`config.mk`:
```
export PLATFORM = sky130hd
export DESIGN_NAME = prgs_seq
export DESIGN_NICKNAME = d
export VERILOG_FILES = /design/src/prgs_pkg.sv /design/src/prgs_sync.sv /design/src/prgs_seq.sv
export SDC_FILE = /design/constraint.sdc
export NUM_CORES = 1
export LEC_CHECK = 0
export ABC_AREA = 1
export BUFFER_PORTS_ARGS = -buffer_cell sky130_fd_sc_hd__buf_2
export CAP_MARGIN = 20
export CORE_UTILIZATION = 49
export DETAILED_ROUTE_END_ITERATION = 10
export HOLD_SLACK_MARGIN = 0.12
export PLACE_DENSITY = 0.71
export REMOVE_ABC_BUFFERS = 1
export SLEW_MARGIN = 15
export SYNTH_ARGS = -nofsm -noshare
export SYNTH_HDL_FRONTEND = slang
export SYNTH_SLANG_ARGS = --single-unit
```
`constraint.sdc`:
```
create_clock -name mclk -period 1.53 [get_ports mclk]
set_input_delay 0.0765 -clock mclk [delete_from_list [all_inputs] [get_ports mclk]]
set_output_delay 0.0765 -clock mclk [all_outputs]
set_load 0.02 [all_outputs]
```
`src/prgs_pkg.sv`:
```
package prgs_pkg;

  // ****************************************************************
  // Timing
  // ****************************************************************
  localparam int unsigned CLK_PERIOD_PS    = 4000;
  localparam int unsigned POR_MIN_US       = 1000;
  localparam int unsigned RST_MAX_US       = 10000;
  localparam int unsigned POR_MIN_CYC      =
    (POR_MIN_US * 1000 * 1000 + CLK_PERIOD_PS - 1) / CLK_PERIOD_PS;
  // Divide before the last scaling; the full product overflows 32 bits
  localparam int unsigned RST_MAX_CYC      =
    (RST_MAX_US * 1000) / CLK_PERIOD_PS * 1000;
  localparam int unsigned BUS_RELEASE_CYC  = 2;

  // ****************************************************************
  // Widths and reset values
  // ****************************************************************
  localparam int unsigned BUS_W   = 8;
  localparam int unsigned STRAP_W = 8;
  localparam int unsigned CNT_W   = 24;
  localparam logic [STRAP_W-1:0] STRAP_RST = 8'h00;

  // ****************************************************************
  // Types
  // ****************************************************************
  typedef enum logic [3:0] {
    PRGS_OFF  = 4'b0001,
    PRGS_RST  = 4'b0010,
    PRGS_RUN  = 4'b0100,
    PRGS_HIZ  = 4'b1000
  } prgs_state_e;

  typedef struct packed {
    logic             reset_active;
    logic             over_long;
    logic             short_por;
    logic             strap_valid;
  } prgs_status_s;

endpackage : prgs_pkg

```
`src/prgs_sync.sv`:
```
`timescale 1ns/1ps
`default_nettype none
module prgs_sync (
  // Clock and reset
  input  wire logic mclk,
  input  wire logic arst_n,
  // Level in and out
  input  wire logic d,
  output var  logic q
);
  logic meta_q;

  // Two stages; first one is read by the second only
  always_ff @(posedge mclk or negedge arst_n) begin
    if (!arst_n) begin
      meta_q <= 1'b0;
      q      <= 1'b0;
    end else begin
      meta_q <= d;
      q      <= meta_q;
    end
  end
endmodule : prgs_sync
`default_nettype wire

```
`src/prgs_seq.sv`:
```
`timescale 1ns/1ps
`default_nettype none
module prgs_seq
  import prgs_pkg::*;
#(
  parameter int unsigned POR_CYC = prgs_pkg::POR_MIN_CYC,
  parameter int unsigned MAX_CYC = prgs_pkg::RST_MAX_CYC
) (
  // Clock and reset
  input  wire logic                        mclk,
  input  wire logic                        arst_n,
  // Board pins
  input  wire logic                        power_ok_in,
  input  wire logic                        bus_reset_in_n,
  input  wire logic                        mgmt_interrupt_in_n,
  input  wire logic [prgs_pkg::STRAP_W-1:0] strap_in,
  // Core side
  input  wire logic                        core_fault,
  input  wire logic [prgs_pkg::BUS_W-1:0]  core_bus_out,
  input  wire logic                        core_bus_oe,
  // Bus pins
  output logic [prgs_pkg::BUS_W-1:0]       system_bus_out,
  output logic                             system_bus_oe,
  output logic                             internal_fault_out_n,
  // Core control and status
  output logic                             core_reset,
  output logic                             cache_invalidate,
  output logic [prgs_pkg::STRAP_W-1:0]     strap_cfg,
  output logic                             outputs_hiz,
  output prgs_pkg::prgs_status_s           status
);
  import prgs_pkg::*;

  // ****************************************************************
  // Pin synchronisers
  // ****************************************************************
  logic pok_s;
  logic rst_n_s;
  logic smi_s;
  logic [STRAP_W-1:0] strap_s;

  prgs_sync u_pok (.mclk(mclk), .arst_n(arst_n), .d(power_ok_in),
                   .q(pok_s));
  prgs_sync u_rst (.mclk(mclk), .arst_n(arst_n), .d(bus_reset_in_n),
                   .q(rst_n_s));
  // Fed inverted so the cleared flops read as an idle pin
  prgs_sync u_smi (.mclk(mclk), .arst_n(arst_n),
                   .d(!mgmt_interrupt_in_n), .q(smi_s));

  // One synchroniser per strap bit
  genvar gi;
  generate
    for (gi = 0; gi < STRAP_W; gi++) begin : g_strap
      prgs_sync u_s (.mclk(mclk), .arst_n(arst_n), .d(strap_in[gi]),
                     .q(strap_s[gi]));
    end
  endgenerate

  // ****************************************************************
  // Reset qualification
  // ****************************************************************
  prgs_state_e st_q, st_d;
  logic        rst_prev_q;
  logic [CNT_W-1:0] por_cnt_q;
  logic [CNT_W-1:0] hold_cnt_q;
  logic        rel_q;
  logic        fault_q;
  logic        over_q;
  logic        short_q;
  logic        sv_q;
  logic [STRAP_W-1:0] strap_q;

  // Power-good low overrides the reset pin entirely
  wire rst_int  = !pok_s || !rst_n_s;
  wire rst_fall = rst_prev_q && !rst_int;
  wire smi_rel  = rst_fall && smi_s;
  wire por_max  = por_cnt_q == CNT_W'(POR_CYC);
  wire hold_max = hold_cnt_q == CNT_W'(MAX_CYC);

  // State selection
  always_comb begin
    st_d = st_q;
    case (st_q)
      PRGS_OFF: if (pok_s) st_d = PRGS_RST;
      PRGS_RST: if (!pok_s) st_d = PRGS_OFF;
                else if (!rst_int) st_d = smi_rel ? PRGS_HIZ : PRGS_RUN;
      PRGS_RUN: if (!pok_s) st_d = PRGS_OFF;
                else if (rst_int) st_d = PRGS_RST;
      PRGS_HIZ: if (!pok_s) st_d = PRGS_OFF;
                else if (rst_int) st_d = PRGS_RST;
      default:  st_d = PRGS_OFF;
    endcase
  end

  always_ff @(posedge mclk or negedge arst_n) begin
    if (!arst_n) begin
      st_q       <= PRGS_OFF;
      rst_prev_q <= 1'b1;
    end else begin
      st_q       <= st_d;
      rst_prev_q <= rst_int;
    end
  end

  // Counts power-on hold time since power-good rose
  always_ff @(posedge mclk or negedge arst_n) begin
    if (!arst_n) por_cnt_q <= '0;
    else if (!pok_s) por_cnt_q <= '0;
    else if (rst_int && !por_max) por_cnt_q <= por_cnt_q + 1'b1;
  end

  // Counts continuous reset while power-good high
  always_ff @(posedge mclk or negedge arst_n) begin
    if (!arst_n) hold_cnt_q <= '0;
    else if (!pok_s || !rst_int) hold_cnt_q <= '0;
    else if (!hold_max) hold_cnt_q <= hold_cnt_q + 1'b1;
  end

  // Status flags; cleared only while power-good is low
  always_ff @(posedge mclk or negedge arst_n) begin
    if (!arst_n) begin
      over_q  <= 1'b0;
      short_q <= 1'b0;
    end else begin
      if (hold_max) over_q <= 1'b1;
      else if (!pok_s) over_q <= 1'b0;
      if (rst_fall && !por_max) short_q <= 1'b1;
      else if (!pok_s) short_q <= 1'b0;
    end
  end

  // ****************************************************************
  // Straps and fault
  // ****************************************************************
  // Straps caught only at the release edge, never at async reset
  always_ff @(posedge mclk or negedge arst_n) begin
    if (!arst_n) begin
      strap_q <= STRAP_RST;
      sv_q    <= 1'b0;
    end else if (!pok_s) begin
      sv_q    <= 1'b0;
    end else if (rst_fall) begin
      strap_q <= strap_s;
      sv_q    <= 1'b1;
    end
  end

  // Fault is sticky; only reset clears it
  always_ff @(posedge mclk or negedge arst_n) begin
    if (!arst_n) fault_q <= 1'b0;
    else if (rst_int) fault_q <= 1'b0;
    else if (core_fault) fault_q <= 1'b1;
  end

  // ****************************************************************
  // Bus release
  // ****************************************************************
  // One clean clock out of reset before the bus may be driven
  always_ff @(posedge mclk or negedge arst_n) begin
    if (!arst_n) rel_q <= 1'b0;
    else rel_q <= !rst_int;
  end

  wire drive_ok = (st_q == PRGS_RUN) && !rst_int;

  always_ff @(posedge mclk or negedge arst_n) begin
    if (!arst_n) begin
      system_bus_out <= '0;
      system_bus_oe  <= 1'b0;
    end else begin
      system_bus_out <= drive_ok ? core_bus_out : '0;
      system_bus_oe  <= drive_ok && core_bus_oe && rel_q;
    end
  end

  // Defined state and cache discard while reset active
  assign core_reset           = rst_int || st_q == PRGS_OFF;
  assign cache_invalidate     = core_reset;
  assign internal_fault_out_n = !fault_q;
  assign outputs_hiz          = st_q == PRGS_HIZ;
  assign strap_cfg            = strap_q;
  assign status.reset_active  = core_reset;
  assign status.over_long     = over_q;
  assign status.short_por     = short_q;
  assign status.strap_valid   = sv_q;

  // ****************************************************************
  // Assertions
  // ****************************************************************
  bus_release_a: assert property (@(posedge mclk) disable iff (!arst_n)
    rst_int |-> ##1 !system_bus_oe[*2])
    else $error("bus driven during reset");
  fault_hold_a: assert property (@(posedge mclk) disable iff (!arst_n)
    !internal_fault_out_n && !rst_int |=> !internal_fault_out_n)
    else $error("fault dropped without reset");
  strap_take_a: assert property (@(posedge mclk) disable iff (!arst_n)
    rst_fall && pok_s |=> strap_cfg == $past(strap_s))
    else $error("strap not captured");
  pok_reset_a: assert property (@(posedge mclk) disable iff (!arst_n)
    !pok_s |-> core_reset && cache_invalidate)
    else $error("no reset while power low");
  hiz_entry_a: assert property (@(posedge mclk) disable iff (!arst_n)
    smi_rel && pok_s |=> outputs_hiz ##1 !system_bus_oe)
    else $error("no tristate on mgmt release");
  over_flag_a: assert property (@(posedge mclk) disable iff (!arst_n)
    hold_max |=> status.over_long)
    else $error("long reset not flagged");
  short_flag_a: assert property (@(posedge mclk) disable iff (!arst_n)
    rst_fall && pok_s && !por_max |=> status.short_por)
    else $error("short power-on reset not flagged");
  run_norst_a: assert property (@(posedge mclk) disable iff (!arst_n)
    !pok_s |=> st_q == PRGS_OFF && !system_bus_oe)
    else $error("running without power good");

  run_c: cover property (@(posedge mclk) st_q == PRGS_RUN);
  hiz_c: cover property (@(posedge mclk) st_q == PRGS_HIZ);
  fault_c: cover property (@(posedge mclk) !internal_fault_out_n);
  over_c: cover property (@(posedge mclk) status.over_long);
endmodule : prgs_seq
`default_nettype wire

```
* Word level (Yosys, flattened, before mapping)
Index checks and enable logic that the tools add are counted.
** Cells by class
- Mux-type cells :: 19
- Reductions and logical operators :: 20
- $add $sub $neg :: 2
- Equality and inequality tests :: 14
** Operators by type and width (count)
- 24-bit 2-to-1 mux :: 4
- 24-bit by 1-bit adder with 24-bit output, second input constant :: 2
- 24-bit by 18-bit == test with 1-bit output, second input constant :: 1
- 24-bit by 22-bit == test with 1-bit output, second input constant :: 1
- 4-bit 2-to-1 mux :: 6
- 4-bit case mux with 3 select lines :: 1
- 8-bit 2-to-1 mux :: 1
- 2-bit inequality test, second input constant :: 4
- 1-bit logical AND :: 7
- 1-bit 2-to-1 mux :: 7
- 1-bit zero test :: 6
- 3-bit inequality test, second input constant :: 2
- 4-bit by 1-bit == test with 1-bit output, second input constant :: 1
- 4-bit by 2-bit == test with 1-bit output, second input constant :: 1
- 4-bit by 3-bit == test with 1-bit output, second input constant :: 1
- 4-bit == test, second input constant :: 1
- 2-bit by 1-bit inequality test with 1-bit output, second input constant :: 2
- 1-bit logical OR :: 3
- 3-bit AND reduction :: 1
- 2-bit AND reduction :: 1
- 2-bit nonzero test :: 1
- 2-bit OR reduction :: 1
** Word-level totals
- Output and inout port bits :: 25
- Flip-flop bits (word level) :: 97
- Word-level logic and storage cells :: 89

* Longest topological paths before layout
- Depth in word-level cells :: 9
- Gate-level depth with buffers :: 11
- Gate-level depth less buffers :: 10

* Cells and area by module
Synthesis repeated with hierarchy kept, for this count alone.
** Second synthesis, totals
- Cells, all modules :: 608
- Area, all modules :: 4745.8 um^2
** Modules (own cells, without submodules)
- prgs_seq :: area each 4195.3 um^2, times used 1, sequential area each 1879.3 um^2, cells an instance 586
- prgs_sync :: area each 50.0 um^2, times used 11, sequential area each 50.0 um^2, cells an instance 2

* Worst setup path before layout
Ideal clock, no wire load.
- Kind :: register -> register
- Start point :: register hold_cnt_q[0]
- End point :: register hold_cnt_q[22]
- Path buffers :: 0
- Library setup time :: 119 ps
- Arrival :: 1315 ps
- Stages on the path, launching flop included :: 9
- Setup slack :: 96 ps
- Cells stage by stage :: dfrtp_1 > ha_1 > nand3_2 > nor2_2 > nand3_1 > nor2_2 > nand3_1 > nand2_1 > nor2_1
** On the way
- Word-level cells in the longest chain between the ends :: 3
- Elaborated cells on any way between the ends :: 5
- Those cells by class :: add/sub (1); eq/ne (2); mux (2)
** RTL lines
- start: declaration :: line prgs_seq.sv:65 : logic [CNT_W-1:0] hold_cnt_q;
- start signal: assignment :: line prgs_seq.sv:116 : else if (!hold_max) hold_cnt_q <= hold_cnt_q + 1'b1;
- 24-bit by 1-bit adder with 24-bit output :: line prgs_seq.sv:116
- 24-bit 2-to-1 mux :: line prgs_seq.sv:116
- 24-bit 2-to-1 mux :: line prgs_seq.sv:115 : else if (!pok_s || !rst_int) hold_cnt_q <= '0;
Parallel ways exist; a longest one is shown, timed or not. The select of a mux whose other input is x is not followed.
A chain may end at the register's enable or synchronous reset.

* Worst setup path in the final report
- Start point :: register por_cnt_q[7]
- End point :: register por_cnt_q[16]
** On the way
- Word-level cells in the longest chain between the ends :: 4
- Elaborated cells on any way between the ends :: 7
- Those cells by class :: add/sub (1); eq/ne (2); mux (2); reduce/logical (2)
** RTL lines
- start: declaration :: line prgs_seq.sv:64 : logic [CNT_W-1:0] por_cnt_q;
- start signal: assignment :: line prgs_seq.sv:109 : else if (rst_int && !por_max) por_cnt_q <= por_cnt_q + 1'b1;
- parallel branches: the longest is 4 deep, another holds 24-bit by 1-bit adder with 24-bit output
Several ways; the timed one is not identified. The select of a mux whose other input is x is not followed.

==> qor.yml <==
global_routing:
  grt_use_total_pct: 24.09
  grt_max_degree: 33
  grt_pass1_wl_um: 19500
  antenna_found_initial: 0
  grt_overflow: 0
  grt_pass1_vias: 4375
drt:
  firstDrtPassIters: 5
  wl_per_cell_um: 14.42
  drc: 0
  dr.first_iter.drc_count: 251
  routed_wl_um: 12800
  dr_total_vias: 4682
  avgViaCountPerCell: 5.273
  ant_nets: 0
placed_design:
  dp_hpwl_um: 8161
  pre_cts_slack_ps: -35.56
  numPortBuffers: 47
  place.gp.congestion: 0.9184
floorplan:
  core_area_mm2: 0.009729
  io_pins: 48
  die_h_um: 101.9
  fp.dieW_um: 101.9
  initial_core_util_pct: 50.27
  core.rowCount: 36
  fp.dieArea_mm2: 0.01038
clocking:
  htree_levels: 3
  cts_max_path_buffers: 2
  clock-root-buffer: "clkbuf_8"
  clock-sinks: 97
  clkTransAtPathRegs_ps: 110
  numCtsBuffers: 9
  tritoncts: "done"
  insertion_delay_ps: 370
sta:
  slew_headroom_pct: 67.53
  grt_setup_unrepaired: "yes"
  finalCriticalPeriod_ps: 1578
  skew_ps: 13.97
  hold_viol_final: 0
  finalSetupViolations: 15
  fin_crit_sh_pct: 103.1
  fmax_mhz: 633.8
  fin_ws_ps: -47.86
  drv_slew: 0
  worst_slew_pin_slew_ps: 487.0
  finalSetupTns_ps: -454.1
yosys:
  ys.warnings.count: 0
  yosysMostFrequentCell: "nand2_1"
  synth_edf_count: 0
  async_flop_share_pct: 100.0
  synth-seq-cells: 97
  ys.flop_type: "dfrtp_1"
  synth_cells: 633
  yosysTopAreaCellShare_pct: 48.61
  ys_seq_area_share_pct: 49.68
  synth_top_cell_by_area: "dfrtp_1"
  yosys.cell_types.count: 37
  synthTopCellsByArea: "dfrtp_1, nand2_1, nor2_1, inv_1, nand3_1"
  syn_avg_cell_area_um2: 7.727
  syn_area_mm2: 0.004891
  synth_top_cells_by_count: "nand2_1, nor2_1, dfrtp_1"
layout:
  antennaDiodeCount: 0
  syn_to_final_growth_pct: 30.54
  drive_gt1_share_pct: 29.14
  fin_nets: 777
  fillCellCount: 818
setup_path:
  crit_fanout: 8
  slowest_stage: "dfrtp_1"
  critPathLaunchType: "register"
  slowest_delay_ps: 430
  r2r_slack_ps: -50
  crit_chain: "inv_2 > nor2_4 > nand2_2 > nor2_2 > nand3_2 > nand2_4 > nand2_8 > clkinv_8 > nand2_4 > nand2_2"
  required_ps: 1840
  path_buf_inv: 2
  critPathTopFamily: "simple AND/OR/NAND/NOR gates"
  end_kind: "register"
  worstPathArrival_ps: 1890
  critical_path_class: "register to register"
job:
  maxCapViolCount: 0
power_and_ir_drop:
  finalPower_mw: 5.133
  powerDensity_mw_per_mm2: 803.9
  peakVddDrop_mv: 0.5130
  p_leak_nw: 3.067
run_status:
  violations: "negative setup slack"
  outcome: "finished with violations"
worst_hold_path:
  worst_hold_path_type: "primary input to asynchronous set/reset pin"
## logic make-up after synthesis
| kind of cell | Yosys count | share of synthesized area, % |
|---|---|---|
| and+or+nand+nor | 397 | 35.46 |
| buffers and inverters | 89 | 7.803 |
| adders and majority gates | 4 | 1.023 |
| AOI/OAI and AO/OA | 33 | 3.710 |
| xor gates and xnor gates | 13 | 2.328 |
| DFF | 97 | 49.68 |
## final timing paths
path / from / end / cells past startpoint
max: por_cnt_q[7]$_DFFE_PN0P_ / por_cnt_q[16]$_DFFE_PN0P_ / 10
min: arst_n / por_cnt_q[14]$_DFFE_PN0P_ / 2
max reg2reg: por_cnt_q[7]$_DFFE_PN0P_ / por_cnt_q[16]$_DFFE_PN0P_ / 10
min reg2reg: g_strap[2].u_s.meta_q$_DFF_PN0_ / g_strap[2].u_s.q$_DFF_PN0_ / 0
max in group asynchronous: arst_n / st_q[0]$_DFFE_PN1P_ / 3
min in group mclk: strap_in[7] / g_strap[7].u_s.meta_q$_DFF_PN0_ / 2
## repair_timing
action	in CTS	in global routing
setup endpoints to repair	20	49
pin swaps	1	31
setup buffers	0	13
endpoints found under the hold margin	116	0
gates cloned	0	4
hold buffers	22	0
gates resized for setup	5	105
## per-layer routing
layer	share of wire (%)	track usage, %	vias up
met1	43	29.77	2249
met2	50	41.06	154
met5	0	0	-
li1	-	-	2242
met4	2.9	10.33	0
met3	4.6	4.993	37
## per-stage QoR
stage / utilization, % / hold slack (ps) / area (um^2) / cells
final: 65.63 / 197.3 / 6385 / 888
after global routing: 65.63 / 233.0 / 6385 / 888
after CTS: 61.02 / 212.1 / 5937 / 871
after detailed placement: 56.33 / 74.51 / 5480 / 833
after global placement: 56.33 / 63.34 / 5480 / 833
after floorplan: - / -219.1 / 4796 / 619
## placed cells by master (no fill, tap or decap), types with 2 or more instances in the layout
cell / synthesis / final
a21oi_1: 10 / 10
a31oi_1: 2 / 2
buf_12: 0 / 2
buf_2: 4 / 46
buf_4: 6 / 44
clkbuf_8: 0 / 9
clkinv_8: 0 / 4
dfrtp_1: 95 / 80
dfrtp_2: 0 / 15
dfstp_2: 2 / 2
dlygate4sd3_1: 0 / 22
ha_2: 0 / 2
inv_1: 67 / 63
inv_2: 5 / 8
inv_6: 0 / 4
inv_8: 0 / 2
nand2_1: 180 / 152
nand2_2: 5 / 23
nand2_4: 1 / 13
nand3_1: 40 / 34
nand3_2: 3 / 7
nand3_4: 0 / 2
nand3b_1: 2 / 2
nand4_1: 25 / 25
nor2_1: 103 / 88
nor2_2: 8 / 15
nor2_4: 1 / 9
nor3_1: 22 / 20
nor3_2: 3 / 4
o21ai_0: 10 / 7
o21ai_1: 6 / 7
o21ai_2: 0 / 2
o21bai_1: 2 / 2
xor2_1: 12 / 12
## power by group
part           switching, mW  internal (mW)  total (mW)
Combinational          0.422          0.246       0.668
Clock                   1.05          0.660        1.71
Sequential            0.0683           2.68        2.75
Total                   1.54           3.59        5.13
## final cells by class
cell class | instances | area (um^2) | share of cell area, %
Clock inverter | 7 | 81.33 | 1.274
Clock buffer | 9 | 123.9 | 1.940
Inverter | 75 | 302.8 | 4.742
Multi-Input combinational cell | 450 | 2406 | 37.68
Tap cell | 133 | 166.4 | 2.606
Sequential cell | 97 | 2449 | 38.35
Timing Repair inverter | 1 | 16.27 | 0.2548
Timing Repair Buffer | 116 | 839.6 | 13.15
## worst register-to-register path, stage by stage, from the launching register on
cell      delay [ps]
dfrtp_1          430
inv_2             80
nor2_4           140
nand2_2           70
nor2_2           120
nand3_2          120
nand2_4          190
nand2_8          120
clkinv_8         150
nand2_4           60
nand2_2           60
## flip-flops by register name, summed over array words and instances (netlist names), 4 cells and up
signal and flops:
strap_cfg 8, st_q 4, g_strap.u_s.meta_q 8, por_cnt_q 24
g_strap.u_s.q 8, system_bus_out 8, hold_cnt_q 24
Power figures use the tool's default switching activity.
